`src/include/itb_regs.vh`:
```
`ifndef ITB_REGS_VH
`define ITB_REGS_VH

// Register byte offsets
`define ITB_OFS_PSC_CTRL 8'h00
`define ITB_OFS_TB0_CTRL 8'h04
`define ITB_OFS_TB1_CTRL 8'h08
`define ITB_OFS_IRQ_EN 8'h0C
`define ITB_OFS_IRQ_FLAG 8'h10
`define ITB_OFS_IRQ_STAT 8'h14

// Prescaler control fields
`define ITB_PSC_ON_BIT 2
`define ITB_PSC_SRC_LSB 0
`define ITB_PSC_SRC_W 2
`define ITB_PSC_CTRL_RST 3'h0

// Prescaler source codes
`define ITB_SRC_SYS 2'h0
`define ITB_SRC_DIV4 2'h1
`define ITB_SRC_DIV2 2'h2
`define ITB_SRC_SUB 2'h3

// Time base control fields
`define ITB_TB_ON_BIT 7
`define ITB_TB_SEL_LSB 0
`define ITB_TB_SEL_W 3
`define ITB_TB_CTRL_RST 4'h0

// Shortest period exponent per time base
`define ITB_TB0_EXP_BASE 5'h04
`define ITB_TB1_EXP_BASE 5'h08

// Interrupt enable register: bit 31 global, low bits per source
`define ITB_GIE_BIT 31
`define ITB_NSRC 11
`define ITB_SRC_EN_RST 11'h000
`define ITB_FLAG_RST 11'h000

// Source indices, lowest index has the highest priority
`define ITB_IX_CMP0 0
`define ITB_IX_CMP1 1
`define ITB_IX_GRP0 2
`define ITB_IX_GRP1 3
`define ITB_IX_CONV 4
`define ITB_IX_TICK0 5
`define ITB_IX_TICK1 6
`define ITB_IX_SERIAL 7
`define ITB_IX_LOWVOLT 8
`define ITB_IX_EEPROM 9
`define ITB_IX_UART 10

// AXI responses
`define ITB_RESP_OKAY 2'h0
`define ITB_RESP_SLVERR 2'h2

`endif

```
`src/rtl/itb_irq_timebase.v`:
```
// What this block does
// - Comparator output change sets its request flag
// - Vector only with global and source enable
// - No vector while the return stack full
// - Comparator service clears flag and global enable
// - Group flag set when any member sets
// - Group service clears group flag and global enable, not member flags
// - Conversion done sets flag, service clears it
// - Time base overflow sets flag, service clears
// - Source field picks sys, /4, /2, sub
// - Prescaler enable gates clock, resets off
// - Time base 0 period two^4..two^11
// - Time base 1 period two^8..two^15
// - Unimplemented control bits read zero
// - Serial byte, match, timeout set flag
// - Low supply sets flag, service clears
// - EEPROM erase or write end sets flag
// - Six UART events raise the request
// - UART service leaves UART status alone
// - Any flag rising wakes the device
// - Return from interrupt sets global enable
`timescale 1ns/1ps
`include "itb_regs.vh"

module itb_irq_timebase #(
  parameter AW = 8,
  parameter TB_CNT_W = 16,
  parameter GRP_W = 4
) (
  input wire mclk,
  input wire resetn,
  // AXI4-Lite slave
  input wire [AW-1:0] s_axi_awaddr,
  input wire s_axi_awvalid,
  output reg s_axi_awready,
  input wire [31:0] s_axi_wdata,
  input wire [3:0] s_axi_wstrb,
  input wire s_axi_wvalid,
  output reg s_axi_wready,
  output reg [1:0] s_axi_bresp,
  output reg s_axi_bvalid,
  input wire s_axi_bready,
  input wire [AW-1:0] s_axi_araddr,
  input wire s_axi_arvalid,
  output reg s_axi_arready,
  output reg [31:0] s_axi_rdata,
  output reg [1:0] s_axi_rresp,
  output reg s_axi_rvalid,
  input wire s_axi_rready,
  // Event sources
  input wire [1:0] cmp_out,
  input wire [GRP_W-1:0] grp0_member_flags,
  input wire [GRP_W-1:0] grp1_member_flags,
  input wire conv_done,
  input wire [2:0] serial_evt,
  input wire lowvolt_det,
  input wire [1:0] eeprom_done,
  input wire [5:0] uart_evt,
  input wire sub_clk,
  // CPU core side
  input wire cpu_stack_full,
  input wire cpu_irq_ack,
  input wire cpu_return_from_irq,
  output reg irq_req_q,
  output reg [3:0] irq_vec_q,
  output reg wake_q,
  output reg prescaler_clk_q
);

  localparam NS = `ITB_NSRC;

  ////////////////////////////////////////////////////////////////////////
  // Synchronisers for inputs from other domains
  reg [1:0] cmp_s1_q;
  reg [1:0] cmp_s2_q;
  reg [1:0] cmp_s3_q;
  reg lv_s1_q;
  reg lv_s2_q;
  reg lv_s3_q;
  reg sub_s1_q;
  reg sub_s2_q;
  reg sub_s3_q;
  reg [GRP_W-1:0] grp0_prev_q;
  reg [GRP_W-1:0] grp1_prev_q;

  // Comparators, detector and sub clock are asynchronous to mclk
  always @(posedge mclk or negedge resetn) begin
    if (!resetn) begin
      cmp_s1_q <= 2'h0;
      cmp_s2_q <= 2'h0;
      cmp_s3_q <= 2'h0;
      lv_s1_q <= 1'b0;
      lv_s2_q <= 1'b0;
      lv_s3_q <= 1'b0;
      sub_s1_q <= 1'b0;
      sub_s2_q <= 1'b0;
      sub_s3_q <= 1'b0;
      grp0_prev_q <= {GRP_W{1'b0}};
      grp1_prev_q <= {GRP_W{1'b0}};
    end else begin
      cmp_s1_q <= cmp_out;
      cmp_s2_q <= cmp_s1_q;
      cmp_s3_q <= cmp_s2_q;
      lv_s1_q <= lowvolt_det;
      lv_s2_q <= lv_s1_q;
      lv_s3_q <= lv_s2_q;
      sub_s1_q <= sub_clk;
      sub_s2_q <= sub_s1_q;
      sub_s3_q <= sub_s2_q;
      grp0_prev_q <= grp0_member_flags;
      grp1_prev_q <= grp1_member_flags;
    end
  end

  ////////////////////////////////////////////////////////////////////////
  // Control registers
  reg [2:0] psc_ctrl_q;
  reg [3:0] tb0_ctrl_q;
  reg [3:0] tb1_ctrl_q;
  reg [NS-1:0] src_en_q;
  reg gie_q;
  reg [NS-1:0] flag_q;

  wire psc_on = psc_ctrl_q[`ITB_PSC_ON_BIT];
  wire [1:0] psc_src = psc_ctrl_q[1:0];
  wire tick0_on = tb0_ctrl_q[3];
  wire tick1_on = tb1_ctrl_q[3];
  wire [2:0] tick0_period_sel = tb0_ctrl_q[2:0];
  wire [2:0] tick1_period_sel = tb1_ctrl_q[2:0];

  ////////////////////////////////////////////////////////////////////////
  // Prescaler clock: one-cycle tick per prescaler period
  reg [1:0] div_q;
  reg psc_tick;

  always @(posedge mclk or negedge resetn) begin
    if (!resetn) begin
      div_q <= 2'h0;
    end else if (psc_on) begin
      div_q <= div_q + 2'h1;
    end else begin
      div_q <= 2'h0;
    end
  end

  // Sub clock rising edge gives one tick per sub period
  always @* begin
    psc_tick = 1'b0;
    case (psc_src)
      `ITB_SRC_SYS: psc_tick = 1'b1;
      `ITB_SRC_DIV4: psc_tick = (div_q == 2'h3);
      `ITB_SRC_DIV2: psc_tick = div_q[0];
      `ITB_SRC_SUB: psc_tick = sub_s2_q & ~sub_s3_q;
      default: psc_tick = 1'b0;
    endcase
    psc_tick = psc_tick & psc_on;
  end

  // Visible prescaler clock, toggles per tick and stops when off
  always @(posedge mclk or negedge resetn) begin
    if (!resetn) begin
      prescaler_clk_q <= 1'b0;
    end else if (!psc_on) begin
      prescaler_clk_q <= 1'b0;
    end else if (psc_tick) begin
      prescaler_clk_q <= ~prescaler_clk_q;
    end
  end

  ////////////////////////////////////////////////////////////////////////
  // Time base counters
  reg [TB_CNT_W-1:0] tb0_cnt_q;
  reg [TB_CNT_W-1:0] tb1_cnt_q;
  wire [4:0] tb0_exp = `ITB_TB0_EXP_BASE + {2'h0, tick0_period_sel};
  wire [4:0] tb1_exp = `ITB_TB1_EXP_BASE + {2'h0, tick1_period_sel};
  wire [TB_CNT_W-1:0] tb0_mask = ({{(TB_CNT_W-1){1'b0}}, 1'b1} << tb0_exp) - 1'b1;
  wire [TB_CNT_W-1:0] tb1_mask = ({{(TB_CNT_W-1){1'b0}}, 1'b1} << tb1_exp) - 1'b1;
  // Wrap of the selected low bits is the overflow
  wire tb0_ovf = tick0_on & psc_tick & ((tb0_cnt_q & tb0_mask) == tb0_mask);
  wire tb1_ovf = tick1_on & psc_tick & ((tb1_cnt_q & tb1_mask) == tb1_mask);

  // Counters clear while off so the first period after on is whole
  always @(posedge mclk or negedge resetn) begin
    if (!resetn) begin
      tb0_cnt_q <= {TB_CNT_W{1'b0}};
      tb1_cnt_q <= {TB_CNT_W{1'b0}};
    end else begin
      if (!tick0_on) begin
        tb0_cnt_q <= {TB_CNT_W{1'b0}};
      end else if (psc_tick) begin
        tb0_cnt_q <= tb0_cnt_q + 1'b1;
      end
      if (!tick1_on) begin
        tb1_cnt_q <= {TB_CNT_W{1'b0}};
      end else if (psc_tick) begin
        tb1_cnt_q <= tb1_cnt_q + 1'b1;
      end
    end
  end

  ////////////////////////////////////////////////////////////////////////
  // Source events
  reg [NS-1:0] evt;

  always @* begin
    evt = {NS{1'b0}};
    evt[`ITB_IX_CMP0] = cmp_s2_q[0] ^ cmp_s3_q[0];
    evt[`ITB_IX_CMP1] = cmp_s2_q[1] ^ cmp_s3_q[1];
    evt[`ITB_IX_GRP0] = |(grp0_member_flags & ~grp0_prev_q);
    evt[`ITB_IX_GRP1] = |(grp1_member_flags & ~grp1_prev_q);
    evt[`ITB_IX_CONV] = conv_done;
    evt[`ITB_IX_TICK0] = tb0_ovf;
    evt[`ITB_IX_TICK1] = tb1_ovf;
    evt[`ITB_IX_SERIAL] = |serial_evt;
    evt[`ITB_IX_LOWVOLT] = lv_s2_q & ~lv_s3_q;
    evt[`ITB_IX_EEPROM] = |eeprom_done;
    evt[`ITB_IX_UART] = |uart_evt;
  end

  ////////////////////////////////////////////////////////////////////////
  // Fixed priority pick among enabled pending requests
  wire [NS-1:0] pending = flag_q & src_en_q;
  reg [3:0] pick;
  integer k;

  // Lowest index wins, the others stay pending
  always @* begin
    pick = 4'h0;
    for (k = NS - 1; k >= 0; k = k - 1) begin
      if (pending[k]) begin
        pick = k[3:0];
      end
    end
  end

  // Request drops the cycle after the ack cycle so one ack takes one vector
  always @(posedge mclk or negedge resetn) begin
    if (!resetn) begin
      irq_req_q <= 1'b0;
      irq_vec_q <= 4'h0;
    end else begin
      irq_req_q <= gie_q & (|pending) & ~cpu_stack_full & ~cpu_irq_ack;
      irq_vec_q <= pick;
    end
  end

  wire svc = cpu_irq_ack & irq_req_q;

  ////////////////////////////////////////////////////////////////////////
  // AXI4-Lite write path
  reg aw_held_q;
  reg [AW-1:0] aw_addr_q;
  reg w_held_q;
  reg [31:0] w_data_q;
  reg [3:0] w_strb_q;

  wire aw_take = s_axi_awvalid & s_axi_awready;
  wire w_take = s_axi_wvalid & s_axi_wready;
  wire aw_have = aw_held_q | aw_take;
  wire w_have = w_held_q | w_take;
  wire [AW-1:0] wr_addr = aw_held_q ? aw_addr_q : s_axi_awaddr;
  wire [31:0] wr_data = w_held_q ? w_data_q : s_axi_wdata;
  wire [3:0] wr_strb = w_held_q ? w_strb_q : s_axi_wstrb;
  wire wr_go = aw_have & w_have & ~s_axi_bvalid;
  wire wr_hit = (wr_addr == `ITB_OFS_PSC_CTRL) | (wr_addr == `ITB_OFS_TB0_CTRL) |
                (wr_addr == `ITB_OFS_TB1_CTRL) | (wr_addr == `ITB_OFS_IRQ_EN) |
                (wr_addr == `ITB_OFS_IRQ_FLAG) | (wr_addr == `ITB_OFS_IRQ_STAT);
  wire wr_en = wr_go & wr_hit & (wr_addr != `ITB_OFS_IRQ_STAT);

  // Address and data are accepted in either order, then answered
  always @(posedge mclk or negedge resetn) begin
    if (!resetn) begin
      s_axi_awready <= 1'b0;
      s_axi_wready <= 1'b0;
      s_axi_bvalid <= 1'b0;
      s_axi_bresp <= `ITB_RESP_OKAY;
      aw_held_q <= 1'b0;
      w_held_q <= 1'b0;
      aw_addr_q <= {AW{1'b0}};
      w_data_q <= 32'h0000_0000;
      w_strb_q <= 4'h0;
    end else begin
      s_axi_awready <= ~aw_have & ~s_axi_bvalid;
      s_axi_wready <= ~w_have & ~s_axi_bvalid;
      if (aw_take) begin
        aw_addr_q <= s_axi_awaddr;
      end
      if (w_take) begin
        w_data_q <= s_axi_wdata;
        w_strb_q <= s_axi_wstrb;
      end
      if (wr_go) begin
        aw_held_q <= 1'b0;
        w_held_q <= 1'b0;
        s_axi_bvalid <= 1'b1;
        s_axi_bresp <= wr_hit ? `ITB_RESP_OKAY : `ITB_RESP_SLVERR;
        s_axi_awready <= 1'b0;
        s_axi_wready <= 1'b0;
      end else begin
        aw_held_q <= aw_have;
        w_held_q <= w_have;
        if (s_axi_bvalid & s_axi_bready) begin
          s_axi_bvalid <= 1'b0;
        end
      end
    end
  end

  ////////////////////////////////////////////////////////////////////////
  // Control register writes use byte lane 0, source enables 8 up also lane 1, global enable lane 3
  always @(posedge mclk or negedge resetn) begin
    if (!resetn) begin
      psc_ctrl_q <= `ITB_PSC_CTRL_RST;
      tb0_ctrl_q <= `ITB_TB_CTRL_RST;
      tb1_ctrl_q <= `ITB_TB_CTRL_RST;
      src_en_q <= `ITB_SRC_EN_RST;
    end else if (wr_en) begin
      if (wr_addr == `ITB_OFS_PSC_CTRL && wr_strb[0]) begin
        psc_ctrl_q <= wr_data[2:0];
      end
      if (wr_addr == `ITB_OFS_TB0_CTRL && wr_strb[0]) begin
        tb0_ctrl_q <= {wr_data[`ITB_TB_ON_BIT], wr_data[2:0]};
      end
      if (wr_addr == `ITB_OFS_TB1_CTRL && wr_strb[0]) begin
        tb1_ctrl_q <= {wr_data[`ITB_TB_ON_BIT], wr_data[2:0]};
      end
      if (wr_addr == `ITB_OFS_IRQ_EN) begin
        if (wr_strb[0]) begin
          src_en_q[7:0] <= wr_data[7:0];
        end
        if (wr_strb[1]) begin
          src_en_q[NS-1:8] <= wr_data[NS-1:8];
        end
      end
    end
  end

  // Global enable: service clears, return sets, software writes
  always @(posedge mclk or negedge resetn) begin
    if (!resetn) begin
      gie_q <= 1'b0;
    end else if (cpu_return_from_irq) begin
      gie_q <= 1'b1;
    end else if (svc) begin
      gie_q <= 1'b0;
    end else if (wr_en && wr_addr == `ITB_OFS_IRQ_EN && wr_strb[3]) begin
      gie_q <= wr_data[`ITB_GIE_BIT];
    end
  end

  ////////////////////////////////////////////////////////////////////////
  // Request flags; a new event wins over any clear in the same cycle
  wire flag_wr = wr_en & (wr_addr == `ITB_OFS_IRQ_FLAG);
  genvar gi;
  generate
    for (gi = 0; gi < NS; gi = gi + 1) begin : g_flag
      wire lane_ok = (gi < 8) ? wr_strb[0] : wr_strb[1];
      always @(posedge mclk or negedge resetn) begin
        if (!resetn) begin
          flag_q[gi] <= 1'b0;
        end else if (evt[gi]) begin
          flag_q[gi] <= 1'b1;
        end else if (svc && irq_vec_q == gi) begin
          flag_q[gi] <= 1'b0;
        end else if (flag_wr && lane_ok) begin
          flag_q[gi] <= wr_data[gi];
        end
      end
    end
  endgenerate

  // Wake pulse on any flag rising, enables not consulted
  reg [NS-1:0] flag_prev_q;
  always @(posedge mclk or negedge resetn) begin
    if (!resetn) begin
      flag_prev_q <= `ITB_FLAG_RST;
      wake_q <= 1'b0;
    end else begin
      flag_prev_q <= flag_q;
      wake_q <= |(flag_q & ~flag_prev_q);
    end
  end

  ////////////////////////////////////////////////////////////////////////
  // AXI4-Lite read path, one cycle from address to data
  reg [31:0] rd_mux;
  reg rd_hit;

  // Unused and reserved bits read as zero
  always @* begin
    rd_mux = 32'h0000_0000;
    rd_hit = 1'b1;
    case (s_axi_araddr)
      `ITB_OFS_PSC_CTRL: rd_mux[2:0] = psc_ctrl_q;
      `ITB_OFS_TB0_CTRL: rd_mux[7:0] = {tb0_ctrl_q[3], 4'h0, tb0_ctrl_q[2:0]};
      `ITB_OFS_TB1_CTRL: rd_mux[7:0] = {tb1_ctrl_q[3], 4'h0, tb1_ctrl_q[2:0]};
      `ITB_OFS_IRQ_EN: begin
        rd_mux[NS-1:0] = src_en_q;
        rd_mux[`ITB_GIE_BIT] = gie_q;
      end
      `ITB_OFS_IRQ_FLAG: rd_mux[NS-1:0] = flag_q;
      `ITB_OFS_IRQ_STAT: rd_mux[NS-1:0] = pending;
      default: rd_hit = 1'b0;
    endcase
  end

  always @(posedge mclk or negedge resetn) begin
    if (!resetn) begin
      s_axi_arready <= 1'b0;
      s_axi_rvalid <= 1'b0;
      s_axi_rdata <= 32'h0000_0000;
      s_axi_rresp <= `ITB_RESP_OKAY;
    end else begin
      s_axi_arready <= ~s_axi_rvalid & ~(s_axi_arvalid & s_axi_arready);
      if (s_axi_arvalid & s_axi_arready) begin
        s_axi_rvalid <= 1'b1;
        s_axi_rdata <= rd_mux;
        s_axi_rresp <= rd_hit ? `ITB_RESP_OKAY : `ITB_RESP_SLVERR;
      end else if (s_axi_rvalid & s_axi_rready) begin
        s_axi_rvalid <= 1'b0;
      end
    end
  end

endmodule

```
`config.mk`:
```
export PLATFORM = sky130hd
export DESIGN_NAME = itb_irq_timebase
export DESIGN_NICKNAME = d
export VERILOG_FILES = /design/src/rtl/itb_irq_timebase.v
export VERILOG_INCLUDE_DIRS = /design/src /design/src/include
export SDC_FILE = /design/constraint.sdc
export NUM_CORES = 1
export LEC_CHECK = 0
export ABC_AREA = 1
export BUFFER_PORTS_ARGS = -buffer_cell sky130_fd_sc_hd__buf_2
export CAP_MARGIN = 10
export CORE_MARGIN = 2
export CORE_UTILIZATION = 40
export CTS_CLUSTER_SIZE = 14
export DETAILED_ROUTE_END_ITERATION = 10
export PLACE_DENSITY = 0.58
export SKIP_CTS_REPAIR_TIMING = 1
export SYNTH_ARGS = -nofsm -noshare
export SYNTH_HDL_FRONTEND = slang
export SYNTH_SLANG_ARGS = --single-unit
```
`constraint.sdc`:
```
create_clock -name mclk -period 1.75 [get_ports mclk]
set_input_delay 0.35 -clock mclk [delete_from_list [all_inputs] [get_ports mclk]]
set_output_delay 0.35 -clock mclk [all_outputs]
set_load 0.02 [all_outputs]
```
Word-level counts from Yosys, hierarchy flattened
Cells that the tools add are included.
{"block": "totals", "reg_bits": 173, "input_bits": 86, "out_inout_bits": 48, "word_cells": 262}
{"block": "classes", "addsub": 7, "eq_ne": 30, "shifts": 2, "muxes": 73, "bitwise": 52, "n_reduce_logical": 49}
{"cell": "16-bit 2-to-1 mux", "count": 4}
{"cell": "1-bit 2-to-1 mux", "count": 48}
{"cell": "4-bit 2-to-1 mux", "count": 12}
{"cell": "3-bit nonzero test", "count": 12}
{"cell": "16-bit by 1-bit adder with 16-bit output, second input constant", "count": 2}
{"cell": "16-bit bitwise AND", "count": 2}
{"cell": "16-bit == test", "count": 2}
{"cell": "8-bit by 4-bit == test with 1-bit output, second input constant", "count": 4}
{"cell": "8-bit by 5-bit == test with 1-bit output, second input constant", "count": 4}
{"cell": "32-bit 2-to-1 mux", "count": 1}
{"cell": "16-bit by 1-bit subtractor with 16-bit output, second input constant", "count": 2}
{"cell": "5-bit case mux with 5 select lines", "count": 1}
{"cell": "1-bit bitwise AND", "count": 24}
{"cell": "11-bit bitwise AND", "count": 2}
{"cell": "11-bit OR reduction", "count": 2}
{"cell": "1-bit logical AND", "count": 18}
{"cell": "3-bit case mux with 6 select lines", "count": 1}
{"cell": "4-bit by 3-bit == test with 1-bit output, second input constant", "count": 4}
{"cell": "8-bit by 3-bit == test with 1-bit output, second input constant", "count": 2}
{"cell": "8-bit logical NOT", "count": 2}
{"cell": "1-bit by 4-bit << shifter with 16-bit output, first input constant", "count": 1}
{"cell": "1-bit by 5-bit << shifter with 16-bit output, first input constant", "count": 1}
{"cell": "4-bit == test, second input constant", "count": 3}
{"cell": "6-bit OR reduction", "count": 2}
{"cell": "27 further kinds", "count": 57}

Longest topological paths before layout
Gate-level depths: netlist of run 1.
{"block": "depth", "depth_word": 14, "depth_mapped": 14, "depth_no_buf": 13}

Worst setup path before layout of run 1
No wires, ideal clock.
{"block": "synth_timing", "path_kind": "register -> register", "from": "register s_axi_awready", "to": "register flag_q[0]", "setup_time_ns": 0.128, "arrival_ns": 1.524, "required_time_ns": 1.622, "path_slack_ns": 0.098, "stages_incl_launch_ff": 11, "path_buffers": 1, "period_less_slack_ns": 1.652, "cell_sequence": "dfrtp_1 > nand2_1 > nand2_1 > nand2_1 > nor2_4 > nand4_1 > clkinv_1 > nand2_1 > buf_4 > nand3b_1 > nand3_1"}
{"block": "synth_between", "elab_chain_cells": 9}
{"item": "start, declared", "line_no": "itb_irq_timebase.v:35", "source": "output reg s_axi_awready,"}
{"item": "start signal, assigned", "line_no": "itb_irq_timebase.v:283", "source": "s_axi_awready <= ~aw_have & ~s_axi_bvalid;"}
{"item": "1-bit bitwise AND", "line_no": "itb_irq_timebase.v:257", "source": "wire aw_take = s_axi_awvalid & s_axi_awready;"}
{"item": "1-bit bitwise OR", "line_no": "itb_irq_timebase.v:259", "source": "wire aw_have = aw_held_q | aw_take;"}
{"item": "1-bit bitwise AND (2 in series)", "line_no": "itb_irq_timebase.v:264", "source": "wire wr_go = aw_have & w_have & ~s_axi_bvalid;"}
{"item": "1-bit bitwise AND (2 in series)", "line_no": "itb_irq_timebase.v:268", "source": "wire wr_en = wr_go & wr_hit & (wr_addr != `ITB_OFS_IRQ_STAT);"}
{"item": "1-bit bitwise AND", "line_no": "itb_irq_timebase.v:353", "source": "wire flag_wr = wr_en & (wr_addr == `ITB_OFS_IRQ_FLAG);"}
{"item": "1-bit logical AND", "line_no": "itb_irq_timebase.v:365", "source": "end else if (flag_wr && lane_ok) begin"}
{"item": "3-bit nonzero test (no line)"}
{"item": "end signal, assigned by index", "line_no": "itb_irq_timebase.v:366", "source": "flag_q[gi] <= wr_data[gi];"}
{"item": "end, declared", "line_no": "itb_irq_timebase.v:122", "source": "reg [NS-1:0] flag_q;"}
No other way between the ends.
A chain may end at the register's enable or synchronous reset.

Final worst setup path of run 1
{"block": "layout_timing", "from": "register aw_held_q", "to": "register src_en_q[8]"}
{"block": "layout_between", "elab_chain_cells": 10, "elab_cells_between_ends": 19, "cone_classes": "6 x eq/ne; 1 x mux; 10 x bitwise; 2 x reduce/logical"}
{"item": "start, declared", "line_no": "itb_irq_timebase.v:251", "source": "reg aw_held_q;"}
{"item": "start signal, assigned", "line_no": "itb_irq_timebase.v:300", "source": "aw_held_q <= aw_have;"}
{"item": "8-bit 2-to-1 mux", "line_no": "itb_irq_timebase.v:261", "source": "wire [AW-1:0] wr_addr = aw_held_q ? aw_addr_q : s_axi_awaddr;"}
{"item": "8-bit by 3-bit == test with 1-bit output (no line) or 8-bit logical NOT (tied branches)"}
{"item": "1-bit bitwise OR (5 in series)", "line_no": "itb_irq_timebase.v:265", "source": "wire wr_hit = (wr_addr == `ITB_OFS_PSC_CTRL) | (wr_addr == `ITB_OFS_TB0_CTRL) |"}
{"item": "1-bit bitwise AND (2 in series)", "line_no": "itb_irq_timebase.v:268"}
{"item": "3-bit AND reduction (no line) *"}
{"item": "end signal, assigned", "line_no": "itb_irq_timebase.v:316", "source": "src_en_q <= `ITB_SRC_EN_RST;"}
{"item": "end signal, assigned by index", "line_no": "itb_irq_timebase.v:332", "source": "src_en_q[NS-1:8] <= wr_data[NS-1:8];"}
{"item": "end, declared", "line_no": "itb_irq_timebase.v:120", "source": "reg [NS-1:0] src_en_q;"}
Mark *: on every way between the ends. The rest lies on a longest branch, timed or not.

==> results of run 1 <==
[flip-flops by register name (all words and copies together), names as in the netlist, 2 cells and up]
register	cells
aw_addr_q	8
w_data_q	12
tb0_cnt_q	11
grp1_prev_q	4
flag_prev_q	11
cmp_s2_q	2
flag_q	11
src_en_q	11
irq_vec_q	4
s_axi_rdata	12
cmp_s3_q	2
grp0_prev_q	4
psc_ctrl_q	3
w_strb_q	3
cmp_s1_q	2
tb0_ctrl_q	4
div_q	2
tb1_ctrl_q	4
tb1_cnt_q	15
[where the power goes]
| part | total [W] | internal (W) | switching [W] |
|---|---|---|---|
| combinational | 0.00278 | 0.00111 | 0.00167 |
| clock | 0.00371 | 0.00235 | 0.00136 |
| sequential | 0.00432 | 0.00392 | 0.000392 |
[layout make-up]
cell class | count | area [um2]
fill | 1645 | 8346
sequential | 144 | 3605
multi-input combinational | 607 | 3107
timing repair buffer | 145 | 978.4
inverter | 127 | 491.7
clock buffer | 22 | 474.2
tap | 225 | 281.5
clock inverter | 10 | 133.9
[how the worst max path moves through the flow]
| stage | endpoint | cells past startpoint |
|---|---|---|
| finish | src_en_q[8] | 12 |
| global route | src_en_q[8] | 12 |
| global placement | gie_q | 10 |
| floorplan | flag_q[0] | 10 |
| CTS | gie_q | 10 |
| detailed placement | gie_q | 10 |
[metal layers]
metal  vias up  global-route usage
met5         -                   0
li1       3152                   -
met3         2             0.04240
met2       115              0.2814
met4         0             0.05102
met1      2811              0.2696
[cell usage after synthesis (2+ instances only)]
library cell	number
mux2_2	6
inv_2	4
inv_1	120
xnor2_1	3
a211oi_1	3
nor4_1	4
nand3b_1	4
nor2_1	71
nand2_2	8
ha_1	4
o22ai_1	26
clkbuf_1	10
o31ai_1	3
a221oi_1	2
xor2_1	5
a21oi_1	26
nor2_4	4
inv_4	2
mux2i_1	2
buf_2	4
nand3_1	55
o211ai_1	2
a21boi_0	2
buf_4	24
nand4_1	17
nand2_1	233
dfrtp_1	144
nor3_1	12
o21ai_0	73
o21ai_1	7
o21a_1	3
[metrics by stage]
step	power, W	std cells	cell area (um2)	util
global placement	0.006755	1238	8148	0.4678
finish	0.01081	1280	9071	0.5208
global route	0.01148	1280	9071	0.5208
detailed placement	0.006797	1238	8148	0.4678
CTS	0.01056	1270	8756	0.5027
floorplan	0.005946	918	7249	-
[worst register-to-register path, stage by stage (launching register included)]
cell and delay [ns]:
dfrtp_2 0.44, buf_6 0.14, nand3b_1 0.08, nand2_2 0.11
inv_2 0.05, nor2_4 0.13, nand2_2 0.10, nand2_4 0.09
nand3_4 0.12, nor2_4 0.19, nand2_2 0.09, nand2_1 0.07
nand2_1 0.04
[cells by family after synthesis]
logic type | after synthesis | share of synthesized area
muxes | 8 | 0.01221
DFF | 144 | 0.5025
and+or+nand+nor | 415 | 0.2497
adders and majority gates | 4 | 0.006980
other | 1 | 0.0005230
xor gates and xnor gates | 8 | 0.009772
AOI/OAI and AO/OA | 150 | 0.1159
buffers and inverters | 167 | 0.1024
==> metrics.md, run 1 <==
| Metric | Value |
|---|---|
| Worst reg2reg path startpoint | `aw_held_q` |
| CP delay by family, top | `simple AND/OR/NAND/NOR gates` |
| Synth top area cells | `dfrtp_1 (50%), nand2_1 (12%), inv_1 (6.3%)` |
| CP max-delay cell | `dfrtp_2` |
| Core box area | `0.01742 mm2` |
| Initial core utilization | `0.4117` |
| Synth warn | `0` |
| Setup TNS Final | `0 ns` |
| CP required | `2.06 ns` |
| R2R cell count | `12` |
| Die X | `137.9 um` |
| Top-Level Pins | `134` |
| Rel. slew slack | `0.6516` |
| Max cap viols | `0` |
| Final Cycle Share | `0.9993` |
| CP Class | `reg2reg` |
| Wire length on met1 | `8286 um` |
| Initial DRT Pass Iterations | `5` |
| Sequential share of the synthesized area | `0.5025` |
| CP startpoint kind | `register` |
| GRT Util Overall | `0.1864` |
| Top_reg_cell synth | `dfrtp_1` |
| Critical Path Most Common Cell | `nand2_2` |
| Fin. Hold Viols | `0` |
| Critical path buffers and inverters | `2` |
| Final WS setup | `0.001285 ns` |
| Met2 wire length | `7932 um` |
| Total CTS buffers | `17` |
| Synth cell types | `45` |
| Maximum operating frequency | `0.5718 GHz` |
| Die area | `0.01901 mm2` |
| TritonCTS clock tree | `yes` |
| Worst VDD drop | `812.7 uV` |
| Worst hold path endpoint | `cmp_s1_q[0]` |
| Measured slew at the worst slew-check pin | `0.5214 ns` |
| Antenna diodes | `0` |
| Final wirelength | `17100 um` |
| Dpl ws | `-0.1188 ns` |
| Post-layout min period | `1.749 ns` |
| Post-route ant nets | `0` |
| First-pass GRT wire length | `27270 um` |
| # setup viols final | `0` |
| Power Dens Cells | `1192 mW/mm2` |
| Met3 WL post-DR | `828 um` |
| # DRC | `0` |
| Clock Tree Root | `clkbuf_16` |
| Rows | `48` |
| Path type of the worst min-delay path | `in2reg` |
| Unrepaired setup endpoints after global routing | `true` |
| Hold Startpoint | `cmp_out[0]` |
| Final GP Congestion | `0.8222` |
| FF-to-FF setup slack | `0.001 ns` |
| Post-synthesis instance total | `897` |
| Max incr delay on CP | `0.44 ns` |
| Leakage power | `4.681 nW` |
| Skew final | `0.008359 ns` |
| Initial antenna violation count | `0` |
| Post-synth EDFFs | `0` |
| Clk_lat worst skew | `0.42 ns` |
| Largest net degree at the start of global routing | `42` |
| Nets@finish | `1132` |
| Cell Area, Synth | `0.007171 mm2` |
| Grt total ovfl | `0` |
| CP Cell Sequence | `buf_6 -> nand3b_1 -> nand2_2 -> inv_2 -> nor2_4 -> nand2_2 -> nand2_4 -> nand3_4 -> nor2_4 -> nand2_2 -> nand2_1 -> nand2_1` |
| Max Buffers Root-to-Sink | `2` |
| CP max FO | `6` |
| Drt initial violations | `315` |
| Reg clk slew, reported paths | `0.06 ns` |
| Crit path capture type | `register` |
| Vias in the first global route | `5543` |
| Die height | `137.9 um` |
| Outcome | `complete, no violations` |
| Top Metal Used | `met4` |
| Post-DP HPWL | `12800 um` |
| Yosys top cell by area | `dfrtp_1` |
| Drt wl/cell | `13.36 um` |
| Share of cells above drive strength 1 | `0.2389` |
| CTS H-tree depth | `4` |
| Crit path DAT | `2.06 ns` |
| Register bit count reported by yosys | `144` |
| Vias | `6080` |
| Commonest non-fill, non-tap cells in the layout | `nand2_1 (213), dfrtp_1 (143), inv_1 (115), buf_2 (89), nor2_1 (61)` |
| Yosys top cell area share | `0.5025` |
| Most common cell after layout, fill and taps aside | `nand2_1` |
| CTS Sinks | `144` |
| Syn avg cell area | `7.994 um2` |
| Critical Path Source | `aw_held_q` |
| I/O Buffers | `90` |
| Hold slack | `0.02909 ns` |
| Area Growth Syn to Fin | `26.50%` |
| RR Endpoint | `src_en_q[8]` |
| WHS Path Cells | `1` |
| Max Slew Vio Count | `0` |
| Post-DR vias/cell | `4.750` |
| Async S/R FF share, synth | `1.000` |
No activity file was read; power rests on OpenSTA's default activity.
==> run 2: changes to the inputs <==
Settings changed: CELL_PAD_IN_SITES_DETAIL_PLACEMENT set to 0, CELL_PAD_IN_SITES_GLOBAL_PLACEMENT set to 2, CORE_UTILIZATION 40 to 32, MAX_ROUTING_LAYER set to met4, PLACE_DENSITY 0.58 to 0.76.
==> metrics.md, run 2 (synthesized netlist as in run 1, its figures left out) <==
| Metric | Value |
|---|---|
| CP delay by family, top | `simple AND/OR/NAND/NOR gates` |
| Measured slew at the worst slew-check pin | `0.6487 ns` |
| Crit path DAT | `2.15 ns` |
| Drt initial violations | `283` |
| Initial core utilization | `0.3276` |
| Dpl ws | `-0.1151 ns` |
| CP Cell Sequence | `buf_6 -> nand3_1 -> nand2_2 -> inv_2 -> nor2_4 -> buf_4 -> nand4_1 -> inv_2 -> nand2_4 -> buf_6 -> nand3_1 -> nand2_1 -> nand2_1` |
| Post-DP HPWL | `14070 um` |
| Vias | `6087` |
| Unrepaired setup endpoints after global routing | `true` |
| Placed cells | `1302` |
| Nets@finish | `1137` |
| Clock Tree Root | `clkbuf_16` |
| Skew final | `0.01128 ns` |
| Path type of the worst min-delay path | `in2reg` |
| M2 GR Usage | `0.2523` |
| Post-DR vias/cell | `4.546` |
| Final Cycle Share | `1.021` |
| I/O Buffers | `90` |
| Max Slew Vio Count | `0` |
| Rel. slew slack | `0.5630` |
| Grt met1 use | `0.2334` |
| Initial DRT Pass Iterations | `4` |
| Area Growth Syn to Fin | `26.85%` |
| Post-route ant nets | `0` |
| Vias in the first global route | `6024` |
| Filler cells | `2292` |
| Pint | `0.007246 W` |
| # setup viols final | `10` |
| Met3 GRT Util | `0.02959` |
| Reg clk slew, reported paths | `0.07 ns` |
| Max incr delay on CP | `0.45 ns` |
| Drt wl/cell | `13.85 um` |
| Largest register FFs | `15` |
| CP required | `2.11 ns` |
| Sw frac | `0.3287` |
| # DRC | `0` |
| Top-Level Pins | `134` |
| Fin area | `0.009096 mm2` |
| Top Registers | `tb1_cnt_q (15), s_axi_rdata (12), w_data_q (12)` |
| Largest net degree at the start of global routing | `35` |
| Fin. Hold Viols | `0` |
| Final GP Congestion | `0.7849` |
| CP max FO | `8` |
| Worst VDD drop | `665.2 uV` |
| Worst reg2reg path startpoint | `aw_held_q` |
| Die area | `0.02362 mm2` |
| Rows | `54` |
| Area of the multi-input gates | `0.003049 mm2` |
| R2R cell count | `13` |
| Initial antenna violation count | `0` |
| Cell Count, Final, Fillers Out | `1339` |
| CP startpoint kind | `register` |
| GRT Util Overall | `0.1672` |
| Die X | `153.7 um` |
| First-pass GRT wire length | `30660 um` |
| Placed inst area | `0.008284 mm2` |
| Stages on worst setup path | `13` |
| Clock Power Share | `0.350` |
| Power Dens Cells | `1187 mW/mm2` |
| Commonest non-fill, non-tap cells in the layout | `nand2_1 (224), dfrtp_1 (143), inv_1 (116), buf_2 (89)` |
| Max Buffers Root-to-Sink | `2` |
| Total Power | `0.01079 W` |
| CTS Sinks | `144` |
| Most common cell after layout, fill and taps aside | `nand2_1` |
| Combinational power share | `0.250` |
| Worst hold path endpoint | `lv_s1_q` |
| CP Class | `reg2reg` |
| Max cap viols | `0` |
| Core box area | `0.02189 mm2` |
| CP max-delay cell | `dfrtp_2` |
| Sw power | `0.003548 W` |
| FF-to-FF setup slack | `-0.04 ns` |
| Antenna diodes | `0` |
| Sequential share of power | `0.400` |
| Critical path buffers and inverters | `5` |
| Clk_lat worst skew | `0.43 ns` |
| Share of cells above drive strength 1 | `0.2295` |
| WHS Path Cells | `1` |
| Leakage power | `4.668 nW` |
| RR Endpoint | `flag_q[5]` |
| CTS H-tree depth | `4` |
| Largest Register | `tb1_cnt_q` |
| Total CTS buffers | `17` |
| GR peak layer | `met2` |
| Final WS setup | `-0.03690 ns` |
| TritonCTS clock tree | `yes` |
| Post-layout min period | `1.787 ns` |
| Final wirelength | `18540 um` |
| Register area | `0.003605 mm2` |
| Maximum operating frequency | `0.5596 GHz` |
| Grt total ovfl | `0` |
| Outcome | `finished, violations left` |
| Failing checks | `negative setup slack` |
| Hold Startpoint | `lowvolt_det` |
| Die height | `153.7 um` |
| Crit path capture type | `register` |
run 2: routing by layer:
layer / share of wire / up-vias
met5: 0 / -
met4: 0.011 / 0
met3: 0.034 / 13
met2: 0.44 / 108
met1: 0.51 / 2803
li1: - / 3163
run 2: how the worst max path moves through the flow:
stage	start	end
finish	aw_held_q	flag_q[5]
global route	aw_held_q	src_en_q[9]
CTS	aw_held_q	src_en_q[8]
detailed placement	aw_held_q	src_en_q[8]
global placement	aw_held_q	src_en_q[8]
floorplan	s_axi_awready	flag_q[0]
run 2: power by group through the flow:
stage	sequential [W]	combinational (W)	clock, W
final	0.00432	0.00270	0.00377
after global routing	0.00440	0.00306	0.00399
after CTS	0.00432	0.00250	0.00387
after detailed placement	0.00438	0.00249	0
after global placement	0.00437	0.00246	0
after floorplan	0.00437	0.00158	0
run 2: final cells by class:
type / instances / share of cell area
timing repair buffer: 150 / 0.1103
sequential: 144 / 0.3963
multi-input combinational: 607 / 0.3352
clock inverter: 14 / 0.01994
clock buffer: 17 / 0.04677
inverter: 127 / 0.05296
tap: 280 / 0.03851
run 2: worst reg2reg max path: cells and delay by family (launching register included):
family / cells / cell delay [ns]
simple gates: 8 / 0.69
buf+inv: 5 / 0.58
flops: 1 / 0.45
run 2: stage by stage:
| step | hold slack [ns] | TNS, ns | utilization |
|---|---|---|---|
| floorplan | 0.05441 | 0 | - |
| global placement | 0.2658 | -1.145 | 0.3784 |
| detailed placement | 0.2696 | -1.805 | 0.3784 |
| CTS | -0.1919 | -2.549 | 0.4062 |
| global route | 0.006758 | -4.609 | 0.4155 |
| finish | 0.02359 | -0.2577 | 0.4155 |
==> run 3: changes to the inputs <==
Settings changed: CTS_CLUSTER_SIZE 14 to 24, PLACE_DENSITY 0.76 to 0.84.
==> metrics.md, run 3 (synthesized netlist as in run 1, its figures left out) <==
| Metric | Value |
|---|---|
| Grt total ovfl | `0` |
| Skew final | `0.01018 ns` |
| CTS Sinks | `144` |
| Initial core utilization | `0.3276` |
| CTS H-tree depth | `4` |
| Worst VDD drop | `770.1 uV` |
| CP max FO | `6` |
| # setup viols final | `8` |
| Top Registers | `tb1_cnt_q (15), s_axi_rdata (12), w_data_q (12)` |
| R2R cell count | `12` |
| GRT Util Overall | `0.1643` |
| Die area | `0.02362 mm2` |
| Max cap viols | `0` |
| Final GP Congestion | `0.8184` |
| Post-route ant nets | `0` |
| Nets@finish | `1141` |
| Failing checks | `negative setup slack` |
| Top-Level Pins | `134` |
| Max Buffers Root-to-Sink | `2` |
| Most common cell after layout, fill and taps aside | `nand2_1` |
| CP startpoint kind | `register` |
| Clk_lat worst skew | `0.42 ns` |
| Vias | `6205` |
| Share of cells above drive strength 1 | `0.2378` |
| CP required | `2.09 ns` |
| Initial antenna violation count | `0` |
| Hold slack | `0.03837 ns` |
| # DRC | `0` |
| Dpl ws | `-0.1185 ns` |
| Max Slew Vio Count | `0` |
| Post-DR vias/cell | `4.617` |
| WHS Path Cells | `1` |
| Power Dens Cells | `1200 mW/mm2` |
| Leakage power | `4.704 nW` |
| Largest Register | `tb1_cnt_q` |
| Reg clk slew, reported paths | `0.06 ns` |
| Drt wl/cell | `13.70 um` |
| Clock Tree Root | `clkbuf_16` |
| I/O Buffers | `90` |
| Area Growth Syn to Fin | `27.95%` |
| Largest net degree at the start of global routing | `52` |
| Fin. Hold Viols | `0` |
| Rel. slew slack | `0.3611` |
| Antenna diodes | `0` |
| Path type of the worst min-delay path | `in2reg` |
| Crit path DAT | `2.11 ns` |
| Largest register FFs | `15` |
| Die height | `153.7 um` |
| Drt initial violations | `361` |
| Outcome | `finished, violations left` |
| Total CTS buffers | `17` |
| Measured slew at the worst slew-check pin | `0.9483 ns` |
| First-pass GRT wire length | `30140 um` |
| Maximum operating frequency | `0.5647 GHz` |
| Total Power | `0.01101 W` |
| Die X | `153.7 um` |
| Final Cycle Share | `1.012` |
| Unrepaired setup endpoints after global routing | `true` |
| Final wirelength | `18410 um` |
| Vias in the first global route | `5854` |
| Post-DP HPWL | `13880 um` |
| Final WS setup | `-0.02094 ns` |
| Initial DRT Pass Iterations | `5` |
| TritonCTS clock tree | `yes` |
| CP Class | `reg2reg` |
| Commonest non-fill, non-tap cells in the layout | `nand2_1 (221), dfrtp_1 (143), inv_1 (115), buf_2 (89), nor2_1 (60)` |
| Post-layout min period | `1.771 ns` |
| Crit path capture type | `register` |
| Rows | `54` |
| Setup TNS Final | `-0.1064 ns` |
| Core box area | `0.02189 mm2` |
-- run 3: critical path, cell delays in order (launching register included) --
cell      delay, ns
dfrtp_2        0.45
buf_6          0.14
nand3b_1       0.08
nand2_2        0.10
inv_2          0.05
nor2_4         0.13
nand2_2        0.09
nand2_4        0.10
nand4_4        0.09
nor2_4         0.15
buf_6          0.16
nand2_2        0.06
o21ai_2        0.08
-- run 3: path summary, 6_finish.rpt --
| kind | start | slack [ns] | to |
|---|---|---|---|
| worst max-delay path | aw_held_q | -0.02 | src_en_q[1] |
| worst min-delay path | lowvolt_det | 0.04 | lv_s1_q |
| worst max register to register | aw_held_q | -0.02 | src_en_q[1] |
| worst min register to register | lv_s1_q | 0.35 | lv_s2_q |
| max in group asynchronous | resetn | 0.68 | irq_req_q |
| min in group asynchronous | resetn | 0.48 | tb0_cnt_q[4] |
-- run 3: through the flow --
stage / utilization / cell area (um2) / instances
global route: 0.4191 / 9175 / 1344
CTS: 0.4072 / 8914 / 1334
detailed placement: 0.3779 / 8272 / 1302
global placement: 0.3779 / 8272 / 1302
finish: 0.4191 / 9175 / 1344
floorplan: - / 7249 / 918
-- run 3: cell type report --
class	instances	area [um2]
fillers	2268	12720
flip-flops and latches	144	3605
multi-input cells	607	3057
repair buffers	154	1037
clock buffers	23	488.0
inverters	127	484.2
well taps	280	350.3
clock inverters	9	153.9
-- run 3: power by group --
group          leakage, nW  total, W  switching [W]  internal (W)
combinational         2.67   0.00275        0.00163       0.00111
clock                0.309   0.00392        0.00138       0.00254
sequential            1.72   0.00434       0.000418       0.00392
-- run 3: layer usage --
layer / part of all wire / track usage / up-vias
li1: - / - / 3175
met1: 0.51 / 0.2349 / 2870
met2: 0.44 / 0.2396 / 146
met3: 0.044 / 0.03579 / 14
met4: 0.0098 / 0.03626 / 0
met5: 0 / - / -
